--- src/hdl/srw_map.vh ---
`ifndef SRW_MAP_VH
`define SRW_MAP_VH
`define SRW_CLK_MHZ 125
`define SRW_RST_PULSE_MS 200
`define SRW_RST_MIN_MS 140
`define SRW_WDOG_TIMEOUT_MS 1600
`define SRW_KICK_MIN_NS 50
`define SRW_RST_CYCLES (`SRW_RST_PULSE_MS * 1000 * `SRW_CLK_MHZ)
`define SRW_WDOG_CYCLES (`SRW_WDOG_TIMEOUT_MS * 1000 * `SRW_CLK_MHZ)
`define SRW_KICK_CYCLES ((`SRW_KICK_MIN_NS * `SRW_CLK_MHZ + 999) / 1000)
`define SRW_CNT_W 32
`endif

--- src/hdl/srw_supervisor.v ---
`include "srw_map.vh"
`default_nettype none
module srw_supervisor #(
  parameter [`SRW_CNT_W-1:0] RST_CYCLES = `SRW_RST_CYCLES,
  parameter [`SRW_CNT_W-1:0] WDOG_CYCLES = `SRW_WDOG_CYCLES
) (
  // Clock and reset
  input wire clk,
  input wire sys_rst,
  // Reset causes
  input wire supply_low,
  input wire manual_reset_n,
  // Watchdog
  input wire watchdog_kick,
  input wire watchdog_disable,
  output wire watchdog_expired_n,
  // Power fail
  input wire power_fail_sense,
  output wire power_fail_warn_n,
  // Reset outputs
  output wire reset_out_n,
  output wire reset_out
);

  // Reset stretcher states, one-hot
  localparam [2:0] ST_HOLD = 3'h1;
  localparam [2:0] ST_COUNT = 3'h2;
  localparam [2:0] ST_RUN = 3'h4;

  // Watchdog states, one-hot
  localparam [2:0] WD_OFF = 3'h1;
  localparam [2:0] WD_RUN = 3'h2;
  localparam [2:0] WD_FIRE = 3'h4;

  // Counter constants
  localparam [`SRW_CNT_W-1:0] CNT_ZERO = {`SRW_CNT_W{1'b0}};
  localparam [`SRW_CNT_W-1:0] CNT_ONE = {{(`SRW_CNT_W-1){1'b0}}, 1'b1};
  localparam [`SRW_CNT_W-1:0] RST_LAST = RST_CYCLES - CNT_ONE;
  localparam [`SRW_CNT_W-1:0] WDOG_LAST = WDOG_CYCLES - CNT_ONE;

  // Reset stretcher
  reg [2:0] state_reg;
  reg [2:0] state_next;
  reg [`SRW_CNT_W-1:0] rst_cnt_reg;
  reg [`SRW_CNT_W-1:0] rst_cnt_next;
  reg rst_n_reg;
  reg rst_n_next;
  reg rst_hi_reg;
  reg rst_hi_next;

  // Watchdog
  reg [2:0] wd_state_reg;
  reg [2:0] wd_state_next;
  reg [`SRW_CNT_W-1:0] wd_cnt_reg;
  reg [`SRW_CNT_W-1:0] wd_cnt_next;
  reg wd_exp_reg;
  reg wd_exp_next;
  reg kick_q_reg;
  reg kick_q_next;

  // Power fail
  reg pf_reg;
  reg pf_next;

  // Decoded conditions
  wire cause_mr;
  wire cause_supply;
  wire cause;
  wire rst_done;
  wire kick_edge;
  wire wd_done;
  wire wdo_force;

  assign cause_mr = ~manual_reset_n;
  assign cause_supply = supply_low;
  // Expiry is left out on purpose: it resets only when wired back
  assign cause = cause_mr | cause_supply;
  assign rst_done = (rst_cnt_reg >= RST_LAST);
  assign kick_edge = watchdog_kick ^ kick_q_reg;
  assign wd_done = (wd_cnt_reg >= WDOG_LAST);
  assign wdo_force = supply_low;

  // Reset stretcher, next state
  always @* begin
    state_next = state_reg;
    rst_cnt_next = rst_cnt_reg;
    rst_n_next = rst_n_reg;
    case (state_reg)
      ST_HOLD: begin
        if (cause) begin
          state_next = ST_HOLD;
          rst_cnt_next = CNT_ZERO;
          rst_n_next = 1'b0;
        end else if (rst_done) begin
          state_next = ST_RUN;
          rst_cnt_next = CNT_ZERO;
          rst_n_next = 1'b1;
        end else begin
          state_next = ST_COUNT;
          rst_cnt_next = rst_cnt_reg + CNT_ONE;
          rst_n_next = 1'b0;
        end
      end

      ST_COUNT: begin
        if (cause) begin
          state_next = ST_HOLD;
          rst_cnt_next = CNT_ZERO;
          rst_n_next = 1'b0;
        end else if (rst_done) begin
          state_next = ST_RUN;
          rst_cnt_next = CNT_ZERO;
          rst_n_next = 1'b1;
        end else begin
          state_next = ST_COUNT;
          rst_cnt_next = rst_cnt_reg + CNT_ONE;
          rst_n_next = 1'b0;
        end
      end

      ST_RUN: begin
        if (cause) begin
          state_next = ST_HOLD;
          rst_cnt_next = CNT_ZERO;
          rst_n_next = 1'b0;
        end else begin
          state_next = ST_RUN;
          rst_cnt_next = CNT_ZERO;
          rst_n_next = 1'b1;
        end
      end

      default: begin
        state_next = ST_HOLD;
        rst_cnt_next = CNT_ZERO;
        rst_n_next = 1'b0;
      end
    endcase
  end

  // Active-high reset, next value
  always @* begin
    rst_hi_next = ~rst_n_next;
  end

  // Stretcher state register
  always @(posedge clk or posedge sys_rst) begin
    if (sys_rst) begin
      state_reg <= ST_HOLD;
    end else begin
      state_reg <= state_next;
    end
  end

  // Stretch counter
  always @(posedge clk or posedge sys_rst) begin
    if (sys_rst) begin
      rst_cnt_reg <= CNT_ZERO;
    end else begin
      rst_cnt_reg <= rst_cnt_next;
    end
  end

  // Active-low reset register
  always @(posedge clk or posedge sys_rst) begin
    if (sys_rst) begin
      rst_n_reg <= 1'b0;
    end else begin
      rst_n_reg <= rst_n_next;
    end
  end

  // Active-high reset register
  always @(posedge clk or posedge sys_rst) begin
    if (sys_rst) begin
      rst_hi_reg <= 1'b1;
    end else begin
      rst_hi_reg <= rst_hi_next;
    end
  end

  // Kick level, next value
  always @* begin
    kick_q_next = watchdog_kick;
  end

  // Watchdog, next state
  always @* begin
    wd_state_next = wd_state_reg;
    wd_cnt_next = wd_cnt_reg;
    wd_exp_next = wd_exp_reg;
    // A floating kick input arrives here as the disable flag
    if (watchdog_disable) begin
      wd_state_next = WD_OFF;
      wd_cnt_next = CNT_ZERO;
      wd_exp_next = 1'b0;
    end else if (kick_edge) begin
      wd_state_next = WD_RUN;
      wd_cnt_next = CNT_ZERO;
      wd_exp_next = 1'b0;
    end else begin
      case (wd_state_reg)
        WD_OFF: begin
          if (wd_done) begin
            wd_state_next = WD_FIRE;
            wd_cnt_next = wd_cnt_reg;
            wd_exp_next = 1'b1;
          end else begin
            wd_state_next = WD_RUN;
            wd_cnt_next = wd_cnt_reg + CNT_ONE;
            wd_exp_next = 1'b0;
          end
        end

        WD_RUN: begin
          if (wd_done) begin
            wd_state_next = WD_FIRE;
            wd_cnt_next = wd_cnt_reg;
            wd_exp_next = 1'b1;
          end else begin
            wd_state_next = WD_RUN;
            wd_cnt_next = wd_cnt_reg + CNT_ONE;
            wd_exp_next = 1'b0;
          end
        end

        WD_FIRE: begin
          wd_state_next = WD_FIRE;
          wd_cnt_next = wd_cnt_reg;
          wd_exp_next = 1'b1;
        end

        default: begin
          wd_state_next = WD_OFF;
          wd_cnt_next = CNT_ZERO;
          wd_exp_next = 1'b0;
        end
      endcase
    end
  end

  // Watchdog state register
  always @(posedge clk or posedge sys_rst) begin
    if (sys_rst) begin
      wd_state_reg <= WD_OFF;
    end else begin
      wd_state_reg <= wd_state_next;
    end
  end

  // Watchdog counter
  always @(posedge clk or posedge sys_rst) begin
    if (sys_rst) begin
      wd_cnt_reg <= CNT_ZERO;
    end else begin
      wd_cnt_reg <= wd_cnt_next;
    end
  end

  // Expiry flag
  always @(posedge clk or posedge sys_rst) begin
    if (sys_rst) begin
      wd_exp_reg <= 1'b0;
    end else begin
      wd_exp_reg <= wd_exp_next;
    end
  end

  // Previous kick level for edge detection
  always @(posedge clk or posedge sys_rst) begin
    if (sys_rst) begin
      kick_q_reg <= 1'b0;
    end else begin
      kick_q_reg <= kick_q_next;
    end
  end

  // Power fail, next value
  always @* begin
    pf_next = power_fail_sense;
  end

  // Power fail register, apart from every other path
  always @(posedge clk or posedge sys_rst) begin
    if (sys_rst) begin
      pf_reg <= 1'b0;
    end else begin
      pf_reg <= pf_next;
    end
  end

  // Watchdog output, forced low at once by a low supply
  assign watchdog_expired_n = ~(wd_exp_reg | wdo_force);

  // Power fail output
  assign power_fail_warn_n = pf_reg;

  // Reset outputs
  assign reset_out_n = rst_n_reg;
  assign reset_out = rst_hi_reg;
endmodule
`default_nettype wire

--- config.mk ---
export PLATFORM = sky130hd
export DESIGN_NAME = srw_supervisor
export DESIGN_NICKNAME = d
export VERILOG_FILES = /design/src/hdl/srw_supervisor.v
export VERILOG_INCLUDE_DIRS = /design/src /design/src/hdl
export SDC_FILE = /design/constraint.sdc
export NUM_CORES = 1
export LEC_CHECK = 0
export BUFFER_PORTS_ARGS = -buffer_cell sky130_fd_sc_hd__buf_2
export CAP_MARGIN = 25
export CORE_MARGIN = 2
export CORE_UTILIZATION = 35
export DETAILED_ROUTE_END_ITERATION = 7
export GPL_ROUTABILITY_DRIVEN = 0
export GPL_TIMING_DRIVEN = 0
export SLEW_MARGIN = 10
export SYNTH_ARGS = -nofsm -noshare
export SYNTH_HDL_FRONTEND = slang
export SYNTH_SLANG_ARGS = --single-unit
--- constraint.sdc ---
create_clock -name clk -period 3 [get_ports clk]
set_input_delay 0.45 -clock clk [delete_from_list [all_inputs] [get_ports clk]]
set_output_delay 0.45 -clock clk [all_outputs]
set_load 0.1 [all_outputs]
---- Word-level counts from Yosys, hierarchy flattened ----
Index checks and enable logic that the tools add are counted.
W data, S select, Z words.
operators by class
  $add $sub $neg .......................... 2
  mux-type cells .......................... 23
  reduce and logical (&&, ||, !) cells .... 3
  bitwise logic cells ..................... 6
  $lt $le $gt $ge ......................... 2
  equal/unequal tests ..................... 8
operator list
  kind                     count
  $mux W32                 6
  $add A32 B1 Y32 const B  2
  $pmux W32 S2             1
  $ge A32 B25 Y1 const B   1
  $ge A32 B28 Y1 const B   1
  $mux W3                  6
  $pmux W3 S2              2
  $eq A3 B1 Y1 const B     2
  $eq A3 B2 Y1 const B     2
  $eq A3 B3 Y1 const B     2
  $mux W1                  6
  $ne A4 B4 Y1 const B     1
  $pmux W1 S2              2
  $reduce_or A2 Y1         2
  $ne A3 B3 Y1 const B     1
  $not A1 Y1               3
  $or A1 B1 Y1             2
  $reduce_and A2 Y1        1
  $xor A1 B1 Y1            1
word-level totals
  word-level logic and storage cells ...... 53
  flip-flop bits (word level) ............. 75
  bits of input ports ..................... 7
  output and inout port bits .............. 4

---- Depth between registers and ports, before layout ----
  depth after elaboration ................. 5
  gate-level depth with buffers ........... 8
  mapped depth without buffers ............ 7

---- Least setup slack after synthesis ----
No wires, ideal clock.
  kind .................................... input to output
  from .................................... in supply_low
  to ...................................... out watchdog_expired_n
  stages .................................. 1
  arrival time ............................ 1.703 ns
  setup slack ............................. 0.847 ns
  buffers on the path ..................... 0
  cell sequence ........................... nor2_1
between the ends
  cells in the longest elaborated chain, start to end .. 2
ends and longest elaborated chain
  element       line                  source
  from (decl)   srw_supervisor.v:11   input wire supply_low,
  $or A1 B1 Y1  srw_supervisor.v:293  assign watchdog_expired_n = ~(wd_exp_reg | wdo_force);
  $not A1 Y1    srw_supervisor.v:293
  to (decl)     srw_supervisor.v:16   output wire watchdog_expired_n,
No other way between the ends.

---- Worst setup path in the final report ----
  from .................................... reg wd_cnt_reg[28]
  to ...................................... reg wd_cnt_reg[20]
between the ends
  cells in the longest elaborated chain, start to end .. 3
ends and longest elaborated chain
  element                             line                  source
  from (decl)                         srw_supervisor.v:54   reg [`SRW_CNT_W-1:0] wd_cnt_reg;
  from (signal assigned)              srw_supervisor.v:256  wd_cnt_reg <= wd_cnt_next;
  $ge A32 B28 Y1                      srw_supervisor.v:80   assign wd_done = (wd_cnt_reg >= WDOG_LAST);
  $ne A4 B4 Y1 (no source line)       n/a
  $reduce_and A2 Y1 (no source line)  n/a
No other way between the ends.
A chain may end at the register's enable or synchronous reset.

==> metrics <==
status=complete, no violations; layout cells sized above 1=around 11%; worst r2r src=wd_cnt_reg[28]$_DFFE_PP0P_; row cnt=36; initial core utilization=a little over a third; CP Max Fanout=10; Post-Route WL=6.65 mm; Tot GR Track Use=between 10% and 20%; Tmin final=approximately 2500 ps; Final Cycle Share=about four fifths; Simple-Gate Fraction of Synth Area=~28%; crit end category=flip-flop; vias in the first global route=between 2000 and 3000; TritonCTS clock tree=done; HP Class=in -> async; storage element area=around 1800 µm²; hold_buf cts=0; Post-CTS Setup Bufs=0; area grow syn2layout=13.6%; placed cell count=approximately 500; DRT iter0 DRCs=between 100 and 150; Sequential Power Share=53.5%; P_sw=about 470 µW; skew final=10.4 ps; commonest non-fill, non-tap cells in the layout=70 x dfrtp_1, 63 x nor2_1, 36 x xor2_1; Final TNS setup=0 ps; crit path to=wd_cnt_reg[20]$_DFFE_PP0P_; main combinational cell family by area after synthesis=simple AND/OR/NAND/NOR gates; CTS Buf Count=9; residual DRC count=0; reg-to-reg setup timing slack=between 500 and 600 ps; Critical Path Start Type=flip-flop; Post-synth ARST share=100%; part of the power in combinational logic=under 10%; capturing point of the worst reg2reg path=wd_cnt_reg[20]$_DFFE_PP0P_; Final Total Pwr=~1900 µW; Post-Syn Instances=approximately 350; Max Cap Viol=0; Main synth FF type=dfrtp_1; Rel. slew slack=between 40 and 50%; mapped cell area=roughly 3500 µm²; Worst EP required=3220 ps; Yosys warnings=0; Post-DP HPWL=between 4 and 5 mm; pin count of the biggest net entering global routing=between 50 and 60; Diodes inserted=0; Peak VDD IR=roughly 0.00028 V; Int Pwr=approximately 1400 µW; RSZ-0062 raised after global routing=false; Final setup viols=0; fill cell count=roughly 950; WL per Instance=13.0 µm; remaining antenna violation count=0; clk root buf=clkbuf_8; Arr. time, crit path=2680 ps; # H-tree levels=3; Synth Area in Compound Gates=slightly below 5%; R2R depth=7; via/cell ratio=4.97; global route overflow=0; Die Footprint=about 11000 µm²; total clock sinks=73; post-synthesis sequential area ratio=between 50% and 60%; Cell variety after synth=between 40 and 50; Port Buf Inserts=10; Die Span Y=103 µm; Worst-Margin Slew=769 ps; Core Util, Final=between 40% and 50%; commonest non-fill, non-tap cell in the layout=dfrtp_1; clock share of power=between 40% and 50%; P per Cell Area=between 400 and 500 nW/µm²; core box area=between 9000 and 10000 µm²; Sw Share=roughly a quarter; Clock transition at path regs=about 80 ps; Syn Area/Cell=about 10 µm²; synthesized-area fraction occupied by xor and xnor cells=11.6%; first-pass GRT wire length=around 12 mm; Hold Fails Final Rpt=0; Slew Limit Fails=0; FMAX=~410 MHz; initial antenna violation count=0; drt first pass iters=4; crit path from=wd_cnt_reg[28]$_DFFE_PP0P_; register bit total from synthesis=73; Synth Area in Adders=less than 1%; chip width=about 100 µm; Resized Gates After CTS=0; Hold Slack=around 56 ps; Ports=11; proportion of synthesized area in mux cells=0.325%; worst-skew pair later-pin latency=~350 ps; Post-synth EDFFs=0; fin nets=roughly 380; Pleak=between 0.0015 and 0.002 µW; final cell count without fillers=slightly above 500; critical path class=reg -> reg; DR vias=2538; area of the multi-input gates=around 1600 µm²; clock buffer depth=2
## power by group through the flow
| stage | Combinational, µW | Clock, µW | Sequential [µW] |
|---|---|---|---|
| 2_1_floorplan | 54.6 | 0 | 1050 |
| 3_3_place_gp | 98.2 | 0 | 1030 |
| 3_5_place_dp | 105 | 0 | 1030 |
| 4_1_cts | 105 | 812 | 1010 |
| 5_1_grt | 116 | 859 | 1010 |
| 6_report | 101 | 776 | 1010 |
## synth_stat cells, types with 2 or more instances
cell type / instances / area [µm²]
clkbuf_1: 6 / 22.5
nor2b_1: 4 / 25.0
inv_1: 6 / 22.5
nand4_1: 10 / 62.6
nand4b_1: 3 / 26.3
nand3_1: 26 / 130
buf_2: 2 / 10.0
nor4_1: 5 / 31.3
or3_1: 4 / 25.0
nor3_1: 8 / 40.0
and4_1: 6 / 52.6
nor3_2: 3 / 30.0
nand2_1: 23 / 86.3
nor4b_1: 2 / 17.5
xor2_1: 36 / 315
ha_1: 2 / 25.0
nor2_1: 63 / 236
and2_1: 4 / 25.0
a21oi_1: 8 / 40.0
o21ai_0: 6 / 30.0
xnor2_1: 10 / 87.6
a31oi_1: 3 / 18.8
dfrtp_1: 70 / 1750
dfstp_2: 3 / 78.8
o31ai_1: 2 / 15.0
and3_1: 13 / 81.3
## stage by stage
step / cell area, µm² / worst slack, ps
finish: 3930 / 541
global route: 3930 / 361
CTS: 3930 / 572
detailed placement: 3730 / 595
global placement: 3700 / -201
floorplan: 3480 / 702
## cell type report
cell class              count  share of cell area (%)
multi-input cells         264                    40.6
well taps                 133                    4.23
plain buffers               8                   0.827
clock buffers               9                    3.15
inverters                   6                   0.637
clock inverters             7                    1.97
repair buffers             11                    1.97
flip-flops and latches     73                    46.6
## how the worst min path moves through the flow
stage,endpoint,slack (ps),cells after the start
2_1_floorplan,wd_cnt_reg[28]$_DFFE_PP0P_,460,1
3_3_place_gp,wd_cnt_reg[28]$_DFFE_PP0P_,490,1
3_5_place_dp,power_fail_warn_n$_DFF_PP0_,440,2
4_1_cts,power_fail_warn_n$_DFF_PP0_,60,2
5_1_grt,power_fail_warn_n$_DFF_PP0_,80,2
6_report,power_fail_warn_n$_DFF_PP0_,60,2
## cells by family (layout without fill, tap and decap cells)
kind of cell / Yosys count / count (layout)
AO/OA/AOI/OAI: 26 / 26
XOR/XNOR: 46 / 46
adder cells (fa/ha/maj): 2 / 2
buffers and inverters: 14 / 41
flip-flops: 73 / 73
multiplexers: 1 / 1
other: 1 / 7
AND/OR/NAND/NOR: 182 / 182
## worst max-delay path: stages (launching register included)
cell and delay (ps):
dfrtp_1 380, nor4_1 610, nand2_1 170, nor3_2 300, clkbuf_1 460, nand3_1 180, xor2_1 180, nor2_1 60
## per-layer routing
layer	track usage, %	wire [µm]	vias up
met3	3.90	319	6
met5	0	0	-
li1	-	-	1240
met4	4.35	75	0
met2	23.6	3230	54
met1	18.7	3020	1238
(Power assumes the default switching activity.)
